**config.mk**
```make
export PLATFORM = sky130hd
export DESIGN_NAME = hpb_host_port
export DESIGN_NICKNAME = d
export VERILOG_FILES = /design/src/hdl/hpb_pkg.sv /design/src/hdl/hpb_host_port.sv
export SDC_FILE = /design/constraint.sdc
export NUM_CORES = 1
export LEC_CHECK = 0
export BUFFER_PORTS_ARGS = -buffer_cell sky130_fd_sc_hd__buf_2
export CAP_MARGIN = 15
export CORE_ASPECT_RATIO = 1.1
export CORE_MARGIN = 4
export CORE_UTILIZATION = 53
export DETAILED_ROUTE_END_ITERATION = 12
export PLACE_DENSITY = 0.87
export SLEW_MARGIN = 20
export SYNTH_ARGS = -nofsm -noshare
export SYNTH_HDL_FRONTEND = slang
export SYNTH_SLANG_ARGS = --single-unit
```
**constraint.sdc**
```tcl
create_clock -name clk -period 2.43 [get_ports clk]
set_clock_uncertainty 0.2 [all_clocks]
set_input_delay 0.3645 -clock clk [delete_from_list [all_inputs] [get_ports clk]]
set_output_delay 0.3645 -clock clk [all_outputs]
set_load 0.02 [all_outputs]
```
**src/hdl/hpb_pkg.sv**
```systemverilog
// Constants and types for the host access port
package hpb_pkg;

  // ----------------------------------------
  // Timing
  // ----------------------------------------
  localparam int unsigned CLK_PERIOD_NS  = 4;
  localparam int unsigned ACK_MIN_NS     = 60;
  localparam int unsigned ACK_MIN_CYC    = (ACK_MIN_NS + CLK_PERIOD_NS - 1) / CLK_PERIOD_NS;
  localparam logic [4:0]  ACK_LAST_CNT   = 5'(ACK_MIN_CYC - 1);
  localparam logic [4:0]  ACK_SAT_CNT    = 5'(ACK_MIN_CYC);

  // ----------------------------------------
  // Addresses and field positions
  // ----------------------------------------
  localparam logic [14:0] PENDING_IRQ_WADDR = 15'h0006;
  localparam int unsigned SPI_CMD_RD_BIT    = 7;
  localparam int unsigned SYNC_W            = 44;
  localparam int unsigned IRQ_GEN           = 0;
  localparam int unsigned IRQ_MSG           = 1;

  // ----------------------------------------
  // Reset values
  // ----------------------------------------
  localparam logic [SYNC_W-1:0] SYNC_RST  = {3'h7, 41'h0};
  localparam logic [14:0] ADDR_RST        = 15'h0000;
  localparam logic [15:0] WORD_RST        = 16'h0000;
  localparam logic [7:0]  BYTE_RST        = 8'h00;
  localparam logic [2:0]  BIT_RST         = 3'h0;
  localparam logic [2:0]  BIT_LAST        = 3'h7;
  localparam logic [1:0]  IRQ_N_RST       = 2'h3;

  // ----------------------------------------
  // Serial frame states
  // ----------------------------------------
  typedef enum logic [3:0] {
    SP_CMD  = 4'h1,
    SP_AH   = 4'h2,
    SP_AL   = 4'h4,
    SP_DATA = 4'h8
  } hpb_spi_st_t;

endpackage

```
**src/hdl/hpb_host_port.sv**
```systemverilog
// Host access port: parallel and serial word transfers, interrupt acknowledge
// Behaviour
// Host accesses are taken only while the active-low chip enable is low.
// Serial host drives chip enable from its slave select.
// Serial, byte order low: low byte goes before high byte.
// Serial, byte order high: high byte goes before low byte.
// Parallel byte order follows byte order pin, lane bit and width pin.
// Acknowledge inputs act only when level interrupt select is set.
// Level mode: a general interrupt drives its output low.
// General acknowledge high for 60 ns returns general output high.
// Message acknowledge high for 60 ns returns message output high.
// Reading the pending interrupt register clears asserted level outputs.
// Data bus is driven only during host reads.
// Every access moves a full 16-bit word.
// 8-bit mode uses lines 7:0, two byte operations per word.
// 8-bit mode: byte order pin picks low-first or high-first.
// 16-bit mode ignores the lane address bit.
// 8-bit mode: lane bit selects byte, polarity from byte order pin.
// Width pin high selects 16-bit, low selects 8-bit.
// Combined acknowledge variant replaces both acknowledge inputs.
// Host keeps write control or chip enable high on address changes.
// Ready held low during initialisation or test; no access then.
// 8-bit writes commit only after both bytes arrive.
`timescale 1ns/1ns
`default_nettype none

module hpb_host_port
  import hpb_pkg::*;
(
  input  wire logic        clk,
  input  wire logic        rst_n,
  input  wire logic        chip_enable_n,
  input  wire logic        write_enable_n,
  input  wire logic        read_enable_n,
  input  wire logic [14:0] host_word_address,
  input  wire logic        byte_lane_select,
  input  wire logic [15:0] host_data_in,
  output var  logic [15:0] host_data_out,
  output var  logic        host_data_lo_oe_n,
  output var  logic        host_data_hi_oe_n,
  input  wire logic        byte_order_select,
  input  wire logic        bus_width_select,
  input  wire logic        serial_variant,
  input  wire logic        spi_sck,
  input  wire logic        spi_si,
  output var  logic        spi_so,
  output var  logic        spi_so_oe_n,
  input  wire logic        combined_ack_variant,
  input  wire logic        general_irq_ack,
  input  wire logic        message_irq_ack,
  input  wire logic        combined_irq_ack,
  input  wire logic        level_irq_select,
  input  wire logic        general_irq_event,
  input  wire logic        message_irq_event,
  output var  logic        general_irq_n,
  output var  logic        message_irq_n,
  input  wire logic        init_busy,
  output var  logic        host_ready,
  output var  logic        mem_req,
  output var  logic        mem_we,
  output var  logic [14:0] mem_addr,
  output var  logic [15:0] mem_wdata,
  input  wire logic [15:0] mem_rdata
);

  // ----------------------------------------
  // Helpers
  // ----------------------------------------
  function automatic logic lane_hi(input logic a0, input logic bos);
    lane_hi = a0 ^ bos;
  endfunction

  function automatic logic [7:0] pick_byte(input logic [15:0] w, input logic hi);
    pick_byte = hi ? w[15:8] : w[7:0];
  endfunction

  // ----------------------------------------
  // Pin synchronisers
  // ----------------------------------------
  logic [SYNC_W-1:0] sync1_q;
  logic [SYNC_W-1:0] sync2_q;
  logic              sck3_q;

  always_ff @(posedge clk)
  begin
    if (!rst_n)
    begin
      sync1_q <= SYNC_RST;
      sync2_q <= SYNC_RST;
      sck3_q  <= 1'b0;
    end
    else
    begin
      sync1_q <= {chip_enable_n, write_enable_n, read_enable_n, host_word_address, byte_lane_select,
                  host_data_in, byte_order_select, bus_width_select, serial_variant,
                  combined_ack_variant, general_irq_ack, message_irq_ack, combined_irq_ack,
                  spi_sck, spi_si};
      sync2_q <= sync1_q;
      sck3_q  <= sync2_q[1];
    end
  end

  logic        s_ce_n;
  logic        s_we_n;
  logic        s_oe_n;
  logic [14:0] s_addr;
  logic        s_a0;
  logic [15:0] s_data;
  logic        s_bos;
  logic        s_bw16;
  logic        s_serial;
  logic        s_comb;
  logic [2:0]  s_ack;
  logic        s_sck;
  logic        s_si;

  assign {s_ce_n, s_we_n, s_oe_n, s_addr, s_a0, s_data, s_bos, s_bw16, s_serial,
          s_comb, s_ack, s_sck, s_si} = sync2_q;

  // ----------------------------------------
  // Ready
  // ----------------------------------------
  logic ready_q;

  always_ff @(posedge clk)
  begin
    if (!rst_n)
      ready_q <= 1'b0;
    else
      ready_q <= ~init_busy;
  end

  // ----------------------------------------
  // Request mux and read return
  // ----------------------------------------
  logic        par_req;
  logic        par_we;
  logic [14:0] par_addr;
  logic [15:0] par_wd;
  logic        spi_req;
  logic        spi_we;
  logic [14:0] spi_addr;
  logic [15:0] spi_wd;
  logic        req_c;
  logic        we_c;
  logic [14:0] addr_c;
  logic        rd_pend_q;
  logic        ret_q;
  logic [15:0] rdata_q;
  logic        pend_rd_q;

  assign req_c  = s_serial ? spi_req : par_req;
  assign we_c   = s_serial ? spi_we : par_we;
  assign addr_c = s_serial ? spi_addr : par_addr;

  always_ff @(posedge clk)
  begin
    if (!rst_n)
    begin
      mem_req   <= 1'b0;
      mem_we    <= 1'b0;
      mem_addr  <= ADDR_RST;
      mem_wdata <= WORD_RST;
      rd_pend_q <= 1'b0;
      ret_q     <= 1'b0;
      rdata_q   <= WORD_RST;
      pend_rd_q <= 1'b0;
    end
    else
    begin
      mem_req   <= req_c;
      mem_we    <= req_c & we_c;
      mem_addr  <= addr_c;
      mem_wdata <= s_serial ? spi_wd : par_wd;
      rd_pend_q <= req_c & ~we_c;
      ret_q     <= rd_pend_q;
      pend_rd_q <= req_c & ~we_c & (addr_c == PENDING_IRQ_WADDR);
      if (rd_pend_q)
        rdata_q <= mem_rdata;
    end
  end

  // ----------------------------------------
  // Parallel port
  // ----------------------------------------
  logic        rd_act;
  logic        wr_act;
  logic        rd_act_q;
  logic        wr_act_q;
  logic        wr_end;
  logic [15:0] wlat_q;
  logic [14:0] walat_q;
  logic        wa0_q;
  logic        w_hi;
  logic [1:0]  got_q;
  logic [1:0]  got_new;
  logic [14:0] hold_addr_q;
  logic [15:0] hold_q;
  logic        same_word;
  logic        par_rvld_q;

  assign rd_act    = ~s_ce_n & ~s_oe_n & ~s_serial & ready_q;
  assign wr_act    = ~s_ce_n & ~s_we_n & ~s_serial & ready_q;
  assign wr_end    = wr_act_q & ~wr_act;
  assign w_hi      = lane_hi(wa0_q, s_bos);
  assign same_word = (walat_q == hold_addr_q);
  assign got_new   = (same_word ? got_q : 2'h0) | (w_hi ? 2'h2 : 2'h1);

  always_comb
  begin
    par_req  = 1'b0;
    par_we   = 1'b0;
    par_addr = walat_q;
    par_wd   = wlat_q;
    if (rd_act & ~rd_act_q)
    begin
      par_req  = 1'b1;
      par_addr = s_addr;
    end
    else if (wr_end & s_bw16)
    begin
      par_req = 1'b1;
      par_we  = 1'b1;
    end
    else if (wr_end & (got_new == 2'h3))
    begin
      par_req = 1'b1;
      par_we  = 1'b1;
      par_wd  = w_hi ? {wlat_q[7:0], hold_q[7:0]} : {hold_q[15:8], wlat_q[7:0]};
    end
  end

  always_ff @(posedge clk)
  begin
    if (!rst_n)
    begin
      rd_act_q    <= 1'b0;
      wr_act_q    <= 1'b0;
      wlat_q      <= WORD_RST;
      walat_q     <= ADDR_RST;
      wa0_q       <= 1'b0;
      got_q       <= 2'h0;
      hold_addr_q <= ADDR_RST;
      hold_q      <= WORD_RST;
    end
    else
    begin
      rd_act_q <= rd_act;
      wr_act_q <= wr_act;
      if (wr_act)
      begin
        wlat_q  <= s_data;
        walat_q <= s_addr;
        wa0_q   <= s_a0;
      end
      if (wr_end & ~s_bw16)
      begin
        hold_addr_q <= walat_q;
        got_q       <= (got_new == 2'h3) ? 2'h0 : got_new;
        if (w_hi)
          hold_q[15:8] <= wlat_q[7:0];
        else
          hold_q[7:0] <= wlat_q[7:0];
      end
    end
  end

  always_ff @(posedge clk)
  begin
    if (!rst_n)
    begin
      par_rvld_q        <= 1'b0;
      host_data_out     <= WORD_RST;
      host_data_lo_oe_n <= 1'b1;
      host_data_hi_oe_n <= 1'b1;
    end
    else
    begin
      if (!rd_act)
        par_rvld_q <= 1'b0;
      else if (ret_q)
        par_rvld_q <= 1'b1;
      host_data_lo_oe_n <= ~(rd_act & par_rvld_q);
      host_data_hi_oe_n <= ~(rd_act & par_rvld_q & s_bw16);
      if (s_bw16)
        host_data_out <= rdata_q;
      else
        host_data_out <= {BYTE_RST, pick_byte(rdata_q, lane_hi(s_a0, s_bos))};
    end
  end

  // ----------------------------------------
  // Serial port
  // ----------------------------------------
  hpb_spi_st_t st_q;
  logic        spi_act;
  logic        sck_r;
  logic        sck_f;
  logic        byte_done;
  logic [7:0]  rx_byte;
  logic [7:0]  rx_sh_q;
  logic [2:0]  bit_q;
  logic        cmd_rd_q;
  logic [14:0] sp_addr_q;
  logic        ph_q;
  logic [7:0]  wbyte_q;
  logic [7:0]  tx_sh_q;
  logic [7:0]  tx_next_q;

  assign spi_act   = ~s_ce_n & s_serial & ready_q;
  assign sck_r     = s_sck & ~sck3_q;
  assign sck_f     = ~s_sck & sck3_q;
  assign byte_done = spi_act & sck_r & (bit_q == BIT_LAST);
  assign rx_byte   = {rx_sh_q[6:0], s_si};

  always_comb
  begin
    spi_req  = 1'b0;
    spi_we   = 1'b0;
    spi_addr = sp_addr_q;
    spi_wd   = s_bos ? {wbyte_q, rx_byte} : {rx_byte, wbyte_q};
    if (byte_done)
    begin
      unique case (st_q)
        SP_AL:
        begin
          spi_req  = cmd_rd_q;
          spi_addr = {sp_addr_q[14:8], rx_byte};
        end
        SP_DATA:
        begin
          spi_req = ph_q;
          spi_we  = ~cmd_rd_q;
          if (cmd_rd_q)
            spi_addr = sp_addr_q + 15'h0001;
        end
        default:
        begin
          spi_req = 1'b0;
        end
      endcase
    end
  end

  always_ff @(posedge clk)
  begin
    if (!rst_n || !spi_act)
    begin
      st_q      <= SP_CMD;
      bit_q     <= BIT_RST;
      rx_sh_q   <= BYTE_RST;
      ph_q      <= 1'b0;
      cmd_rd_q  <= 1'b0;
      sp_addr_q <= rst_n ? sp_addr_q : ADDR_RST;
      wbyte_q   <= BYTE_RST;
    end
    else if (sck_r)
    begin
      rx_sh_q <= rx_byte;
      bit_q   <= bit_q + 3'h1;
      if (byte_done)
      begin
        unique case (st_q)
          SP_CMD:
          begin
            cmd_rd_q <= rx_byte[SPI_CMD_RD_BIT];
            st_q     <= SP_AH;
          end
          SP_AH:
          begin
            sp_addr_q[14:8] <= rx_byte[6:0];
            st_q            <= SP_AL;
          end
          SP_AL:
          begin
            sp_addr_q[7:0] <= rx_byte;
            st_q           <= SP_DATA;
          end
          SP_DATA:
          begin
            ph_q    <= ~ph_q;
            wbyte_q <= rx_byte;
            if (ph_q)
              sp_addr_q <= sp_addr_q + 15'h0001;
          end
        endcase
      end
    end
  end

  always_ff @(posedge clk)
  begin
    if (!rst_n)
    begin
      tx_sh_q     <= BYTE_RST;
      tx_next_q   <= BYTE_RST;
      spi_so      <= 1'b0;
      spi_so_oe_n <= 1'b1;
    end
    else
    begin
      spi_so_oe_n <= ~(spi_act & cmd_rd_q & (st_q == SP_DATA));
      if (ret_q & s_serial)
      begin
        tx_sh_q   <= pick_byte(rdata_q, s_bos);
        tx_next_q <= pick_byte(rdata_q, ~s_bos);
      end
      else if (byte_done & (st_q == SP_DATA) & ~ph_q)
        tx_sh_q <= tx_next_q;
      else if (spi_act & sck_f)
      begin
        spi_so  <= tx_sh_q[7];
        tx_sh_q <= {tx_sh_q[6:0], 1'b0};
      end
    end
  end

  // ----------------------------------------
  // Level interrupts and acknowledge
  // ----------------------------------------
  logic [1:0]      ack_raw;
  logic [1:0]      irq_ev;
  logic [1:0]      irq_n_q;
  logic [1:0][4:0] ack_cnt_q;

  assign ack_raw = s_comb ? {2{s_ack[0]}} : {s_ack[1], s_ack[2]};
  assign irq_ev  = {message_irq_event, general_irq_event};

  always_ff @(posedge clk)
  begin
    if (!rst_n)
    begin
      irq_n_q   <= IRQ_N_RST;
      ack_cnt_q <= '0;
    end
    else
    begin
      for (int i = 0; i < 2; i++)
      begin
        if (!level_irq_select)
        begin
          ack_cnt_q[i] <= 5'h00;
          irq_n_q[i]   <= ~irq_ev[i];
        end
        else
        begin
          if (!ack_raw[i])
            ack_cnt_q[i] <= 5'h00;
          else if (ack_cnt_q[i] != ACK_SAT_CNT)
            ack_cnt_q[i] <= ack_cnt_q[i] + 5'h01;
          if (irq_ev[i])
            irq_n_q[i] <= 1'b0;
          else if ((ack_raw[i] & (ack_cnt_q[i] == ACK_LAST_CNT)) | pend_rd_q)
            irq_n_q[i] <= 1'b1;
        end
      end
    end
  end

  always_ff @(posedge clk)
  begin
    if (!rst_n)
    begin
      general_irq_n <= 1'b1;
      message_irq_n <= 1'b1;
      host_ready    <= 1'b0;
    end
    else
    begin
      general_irq_n <= irq_n_q[IRQ_GEN];
      message_irq_n <= irq_n_q[IRQ_MSG];
      host_ready    <= ready_q;
    end
  end

endmodule

`default_nettype wire

```
; Yosys cells after proc, flatten, opt, wreduce, memory -nomap -nowiden
; Index checks and enable logic that the tools add are counted.
[totals]
mem_bits_rw = 0
memories = 0
rom_bits = 0
regBits = 300
elab_cells = 188
output_inout_bits = 56
latchBits = 0
[classes]
n_reduce_logical = 21
mul = 0
n_bitwise = 56
n_mux = 46
n_shift = 0
n_lt_le_gt_ge = 0
n_eq_ne = 16
n_div = 0
n_addsub = 4
[op_table]
columns = op, n
row1 = $mux 15, 9
row2 = $mux 16, 6
row3 = $mux 8, 7
row4 = $and 1x1->1, 30
row5 = $pmux 15 s2, 1
row6 = $not 1->1, 21
row7 = $reduce_and 3->1, 6
row8 = $pmux 8 s2, 1
row9 = $add 15x1->15 const B, 1
row10 = $eq 15x15->1, 1
row11 = $eq 15x3->1 const B, 1
row12 = $mux 1, 15
row13 = $pmux 7 s2, 1
row14 = $pmux 4 s3, 1
row15 = $reduce_bool 3->1, 4
row16 = $add 5x1->5 const B, 2
row17 = $eq 5x4->1 const B, 2
row18 = $ne 5x4->1 const B, 2
row19 = $reduce_and 5->1, 2
row20 = $mux 2, 4
row21 = $reduce_and 2->1, 4
row22 = $ne 3x1->1 const B, 2
row23 = $eq 4x1->1 const B, 1
row24 = $eq 4x2->1 const B, 1
row25 = other kinds (14), 18

; Longest topological paths before layout
[depth]
word_depth = 14
mapped_depth = 11

; Worst setup path before layout
; OpenSTA, ideal clock, no wires.
[synth_timing]
kind = register -> register
from = register sp_addr_q[0]
to = register pend_rd_q
arrival_ns = 2.260
setup_ns = 0.061
t_required_ns = 2.169
stages_incl_launch_ff = 10
period_less_slack_ns = 2.521
slack_ns = -0.091
path_cell_list = edfxtp_1 -> ha_1 -> clkbuf_1 -> nand2_1 -> nor4_1 -> a21boi_1 -> o31ai_2 -> nand4_1 -> nor4_1 -> and4_1
[synth_between]
elab_chain_len = 7
[synth_lines]
columns = element, line
row1 = start: declaration, hpb_host_port.sv:304  ; logic [14:0] sp_addr_q;
row2 = start signal: assignment, hpb_host_port.sv:354  ; sp_addr_q <= rst_n ? sp_addr_q : ADDR_RST;
row3 = start signal: assignment, hpb_host_port.sv:376  ; sp_addr_q[7:0] <= rx_byte;
row4 = start signal: assignment, hpb_host_port.sv:384  ; sp_addr_q <= sp_addr_q + 15'h0001;
row5 = $add 15x1->15, hpb_host_port.sv:335  ; spi_addr = sp_addr_q + 15'h0001;
row6 = $mux 15, hpb_host_port.sv:334  ; if (cmd_rd_q)
row7 = $pmux 15 s2, hpb_host_port.sv:324  ; unique case (st_q)
row8 = $mux 15 (*), hpb_host_port.sv:322  ; if (byte_done)
row9 = $mux 15 (*), hpb_host_port.sv:154  ; assign addr_c = s_serial ? spi_addr : par_addr;
row10 = $eq 15x3->1 (*), hpb_host_port.sv:177  ; pend_rd_q <= req_c & ~we_c & (addr_c == PENDING_IRQ_WADDR);
row11 = $and 1x1->1 (*), hpb_host_port.sv:177
row12 = end signal: assignment, hpb_host_port.sv:177
row13 = end: declaration, hpb_host_port.sv:150  ; logic pend_rd_q;
; Every way passes the cells marked *; elsewhere a longest branch is shown, timed or not.
; A chain may end at the register's enable or synchronous reset.

; Worst setup path in the final report
[layout_timing]
from = register st_q[1]
to = register pend_rd_q
[layout_between]
elab_chain_len = 7
[layout_lines]
columns = element, line
row1 = start: declaration, hpb_host_port.sv:295  ; hpb_spi_st_t st_q;
row2 = start signal: assignment, hpb_host_port.sv:349  ; st_q <= SP_CMD;
row3 = start signal: assignment, hpb_host_port.sv:367  ; st_q <= SP_AH;
row4 = start signal: assignment, hpb_host_port.sv:372  ; st_q <= SP_AL;
row5 = "parallel branches: the longest is 6 deep, another holds $pmux 15 s2", --
row6 = $and 1x1->1 (*), hpb_host_port.sv:177
; Every way passes the cells marked *.

==> key figures <==
Clock tree
  – Clock slew at the register clock pins of the worst setup and hold paths: 0.06 ns
  – CTS root buf: clkbuf_16
  – CTS tree: built
  – Clock Sinks: 300
  – Num CTS Buffers: 30
  – H-tree depth: 1
  – Later-pin clock latency in the skew report: 0.56 ns
  – Bufs on Longest Clock Path: 3

Setup path
  – Slowest cell on the critical path: or4b_4
  – WS Path Type: reg -> reg
  – Bufs and invs on worst path: 0
  – Worst R2R Start: st_q[1]$_SDFFE_PP0P_
  – Startpoint class of the critical path: flip-flop
  – R2R Setup Slk: -0.13 ns
  – Reg2reg path depth: 7
  – Crit path largest cell delay: 0.56 ns
  – Top delay family on crit path: simple AND/OR/NAND/NOR gates
  – Crit end category: flip-flop
  – CP required: 2.72 ns
  – Worst r2r dst: pend_rd_q$_SDFF_PN0_
  – CP startpoint: st_q[1]$_SDFFE_PP0P_
  – CP max FO: 4
  – WP data arrival: 2.86 ns
  – CP Depth: 7
  – Cells along the critical path: or4b_4 > a211oi_4 > o21ai_2 > a221oi_2 > nand4_1 > nor4_1 > and4_1

STA
  – Slew margin rel.: 0.496
  – Setup violators final: 1
  – Min Tclk post-route: 2.56 ns
  – RSZ-0062 raised after global routing: true
  – Final Hold Fails: 0
  – Worst-Margin Slew: 0.757 ns
  – Worst Slack Setup Final: -0.134 ns
  – Peak Freq: 0.390 GHz
  – Final setup TNS: -0.134 ns
  – Max Slew Vio Count: 0
  – Period utilization: 1.06

Synth
  – Count leader, synth: dfxtp_1
  – Commonest cells post-synth: dfxtp_1, nand2_1, a21oi_1, and2_1, nor2_1
  – Top cells by area, synth: dfxtp_1, nand2_1, a21oi_1
  – Fraction of registers with async set/reset: 0
  – Cell variety after synth: 64
  – YS warnings: 0
  – Syn Nets: 1,366
  – Most used DFF post-synth: dfxtp_1
  – Cell count after synthesis: 1,291
  – Synthesized cell area: 11,800 µm²
  – Synth Register Bits: 300
  – EDFF count, synth: 15
  – Post-synthesis sequential area ratio: 0.524
  – Synth top area share: 0.486
  – Yosys top cell by area: dfxtp_1
  – Syn Area/Cell: 9.10 µm²

Layout
  – Final Core Density: 0.713
  – Fillers: 1,570
  – Nets@finish: 1,632
  – Area grow syn2layout: 30.9%
  – Final Cell Area: 15,400 µm²
  – Ant diodes: 0
  – Share of layout cells above drive strength 1: 0.240

Floorplan
  – Row cnt: 56
  – Core ar.: 21,600 µm²
  – I/O pin cnt: 122
  – Die ar.: 24,600 µm²
  – Die height: 164 µm
  – Die X: 150 µm
  – Initial Util: 0.544

Power and ir drop
  – Overall power: 10.3 mW
  – Leakage power: 5.97 nW
  – VDD IR max: 0.508 mV
  – Power density over the cells: 667 nW/µm²

Route
  – Final wirelength: 32,500 µm
  – Post-route ant nets: 0
  – Drt wl/cell: 17.4 µm
  – Drt first pass iters: 5
  – DR vias: 10,200
  – Residual DRC count: 0
  – Drt via density: 5.44
  – DR iter-0 viols: 664

GRT
  – GRT Residual Overflow: 0
  – Vias in the first global route: 9,896
  – Initial antenna violation count: 0
  – First-pass GRT wire length: 50,500 µm
  – Largest net degree at the start of global routing: 86
  – Aggregate global-route resource usage: 0.255

Place
  – Dpl hpwl: 21,300 µm
  – Placed inst area: 13,300 µm²
  – Gpl congestion: 0.963
  – PortBufs: 121

Run
  – Max Cap Viol: 0

Hold path
  – Hold Path Class: reg -> reg
  – Min-delay src: par_rvld_q$_SDFFE_PN0P_
  – Hold Path Depth: 1
  – WHS Endpoint: host_data_lo_oe_n$_SDFF_PN1_

Outcome
  – Status: finished with violations
  – Failing checks: setup timing
==> kinds of logic (layout without fill, tap and decap cells) <==
| group | Yosys count | after routing | share of synthesized area |
|---|---|---|---|
| and+or+nand+nor | 517 | 518 | 0.214 |
| DFF | 300 | 300 | 0.524 |
| AOI/OAI and AO/OA | 254 | 254 | 0.125 |
| buffers and inverters | 99 | 388 | 0.0343 |
| muxes | 74 | 74 | 0.0651 |
| xor gates and xnor gates | 38 | 38 | 0.0283 |
| adders and majority gates | 9 | 9 | 0.00958 |
==> layout by cell type (no fill, tap or decap), types with 5 or more instances in the layout <==
cell type,n
a211oi_1,18
a21oi_1,126
and2_1,89
and3_1,14
buf_12,5
buf_2,121
buf_4,116
buf_6,10
clkbuf_16,30
clkinv_2,7
dfxtp_1,278
dfxtp_2,6
dlygate4sd3_1,64
edfxtp_1,15
ha_1,7
inv_1,14
mux2_2,19
mux2i_1,51
nand2_1,213
nand2b_1,10
nand3_1,32
nand4_1,11
nor2_1,89
nor3_1,5
nor4_1,5
o21ai_0,48
o21ai_1,12
o22ai_1,12
o31a_1,6
xnor2_1,26
xor2_1,12
==> through the flow <==
stage          setup WS, ns  cells  hold WS (ns)
2_1_floorplan       -0.0409   1291         0.171
3_3_place_gp         -0.214   1733         0.181
3_5_place_dp         -0.280   1733         0.193
4_1_cts              -0.110   1864         0.199
5_1_grt              -0.253   1871         0.239
6_report             -0.134   1871         0.206
==> routing by layer <==
| layer | part of all wire | track usage |
|---|---|---|
| met1 | 0.40 | 0.306 |
| met2 | 0.50 | 0.457 |
| met4 | 0.044 | 0.110 |
| met5 | 0 | 0 |
| met3 | 0.057 | 0.0298 |
==> state kept, by name, indices dropped and copies added (netlist names), 2 cells and up <==
name	count
st_q	4
sp_addr_q	15
sync1_q	44
got_q	2
bit_q	3
ack_cnt_q	10
wbyte_q	8
mem_wdata	16
host_data_out	16
sync2_q	44
wlat_q	16
hold_addr_q	15
rx_sh_q	7
irq_n_q	2
hold_q	16
tx_sh_q	8
mem_addr	15
walat_q	15
tx_next_q	8
rdata_q	16
==> worst max-delay path by stage <==
stage | to | slack (ns)
final | pend_rd_q$_SDFF_PN0_ | -0.13
after floorplan | pend_rd_q$_SDFF_PN0_ | -0.04
after CTS | pend_rd_q$_SDFF_PN0_ | -0.11
after global routing | pend_rd_q$_SDFF_PN0_ | -0.25
after global placement | pend_rd_q$_SDFF_PN0_ | -0.21
after detailed placement | pend_rd_q$_SDFF_PN0_ | -0.28
==> area by class of cell <==
type,instances,area (µm²),share of cell area
clock buffer,38,821,0.0534
clock inverter,18,203,0.0132
inverter,16,61.3,0.00399
multi-input combinational,893,5440,0.353
sequential,300,6170,0.401
tap,290,363,0.0236
timing repair buffer,316,2330,0.151
==> power by group <==
part | total (mW) | internal (mW) | switching [mW]
clock network | 4.69 | 2.73 | 1.95
registers | 5.10 | 5.05 | 0.0457
logic | 0.476 | 0.238 | 0.238
total | 10.3 | 8.02 | 2.24
==> what timing repair did <==
item | in CTS | in global routing
buffers inserted | 11 | 6
hold buffers | 64 | 0
gates resized for setup | 30 | 34
setup endpoints to repair | 22 | 44
cloned | 0 | 1
hold endpoints to repair | 65 | 0
pin swaps | 12 | 16
Note: power is estimated with default switching activity, not from simulation.
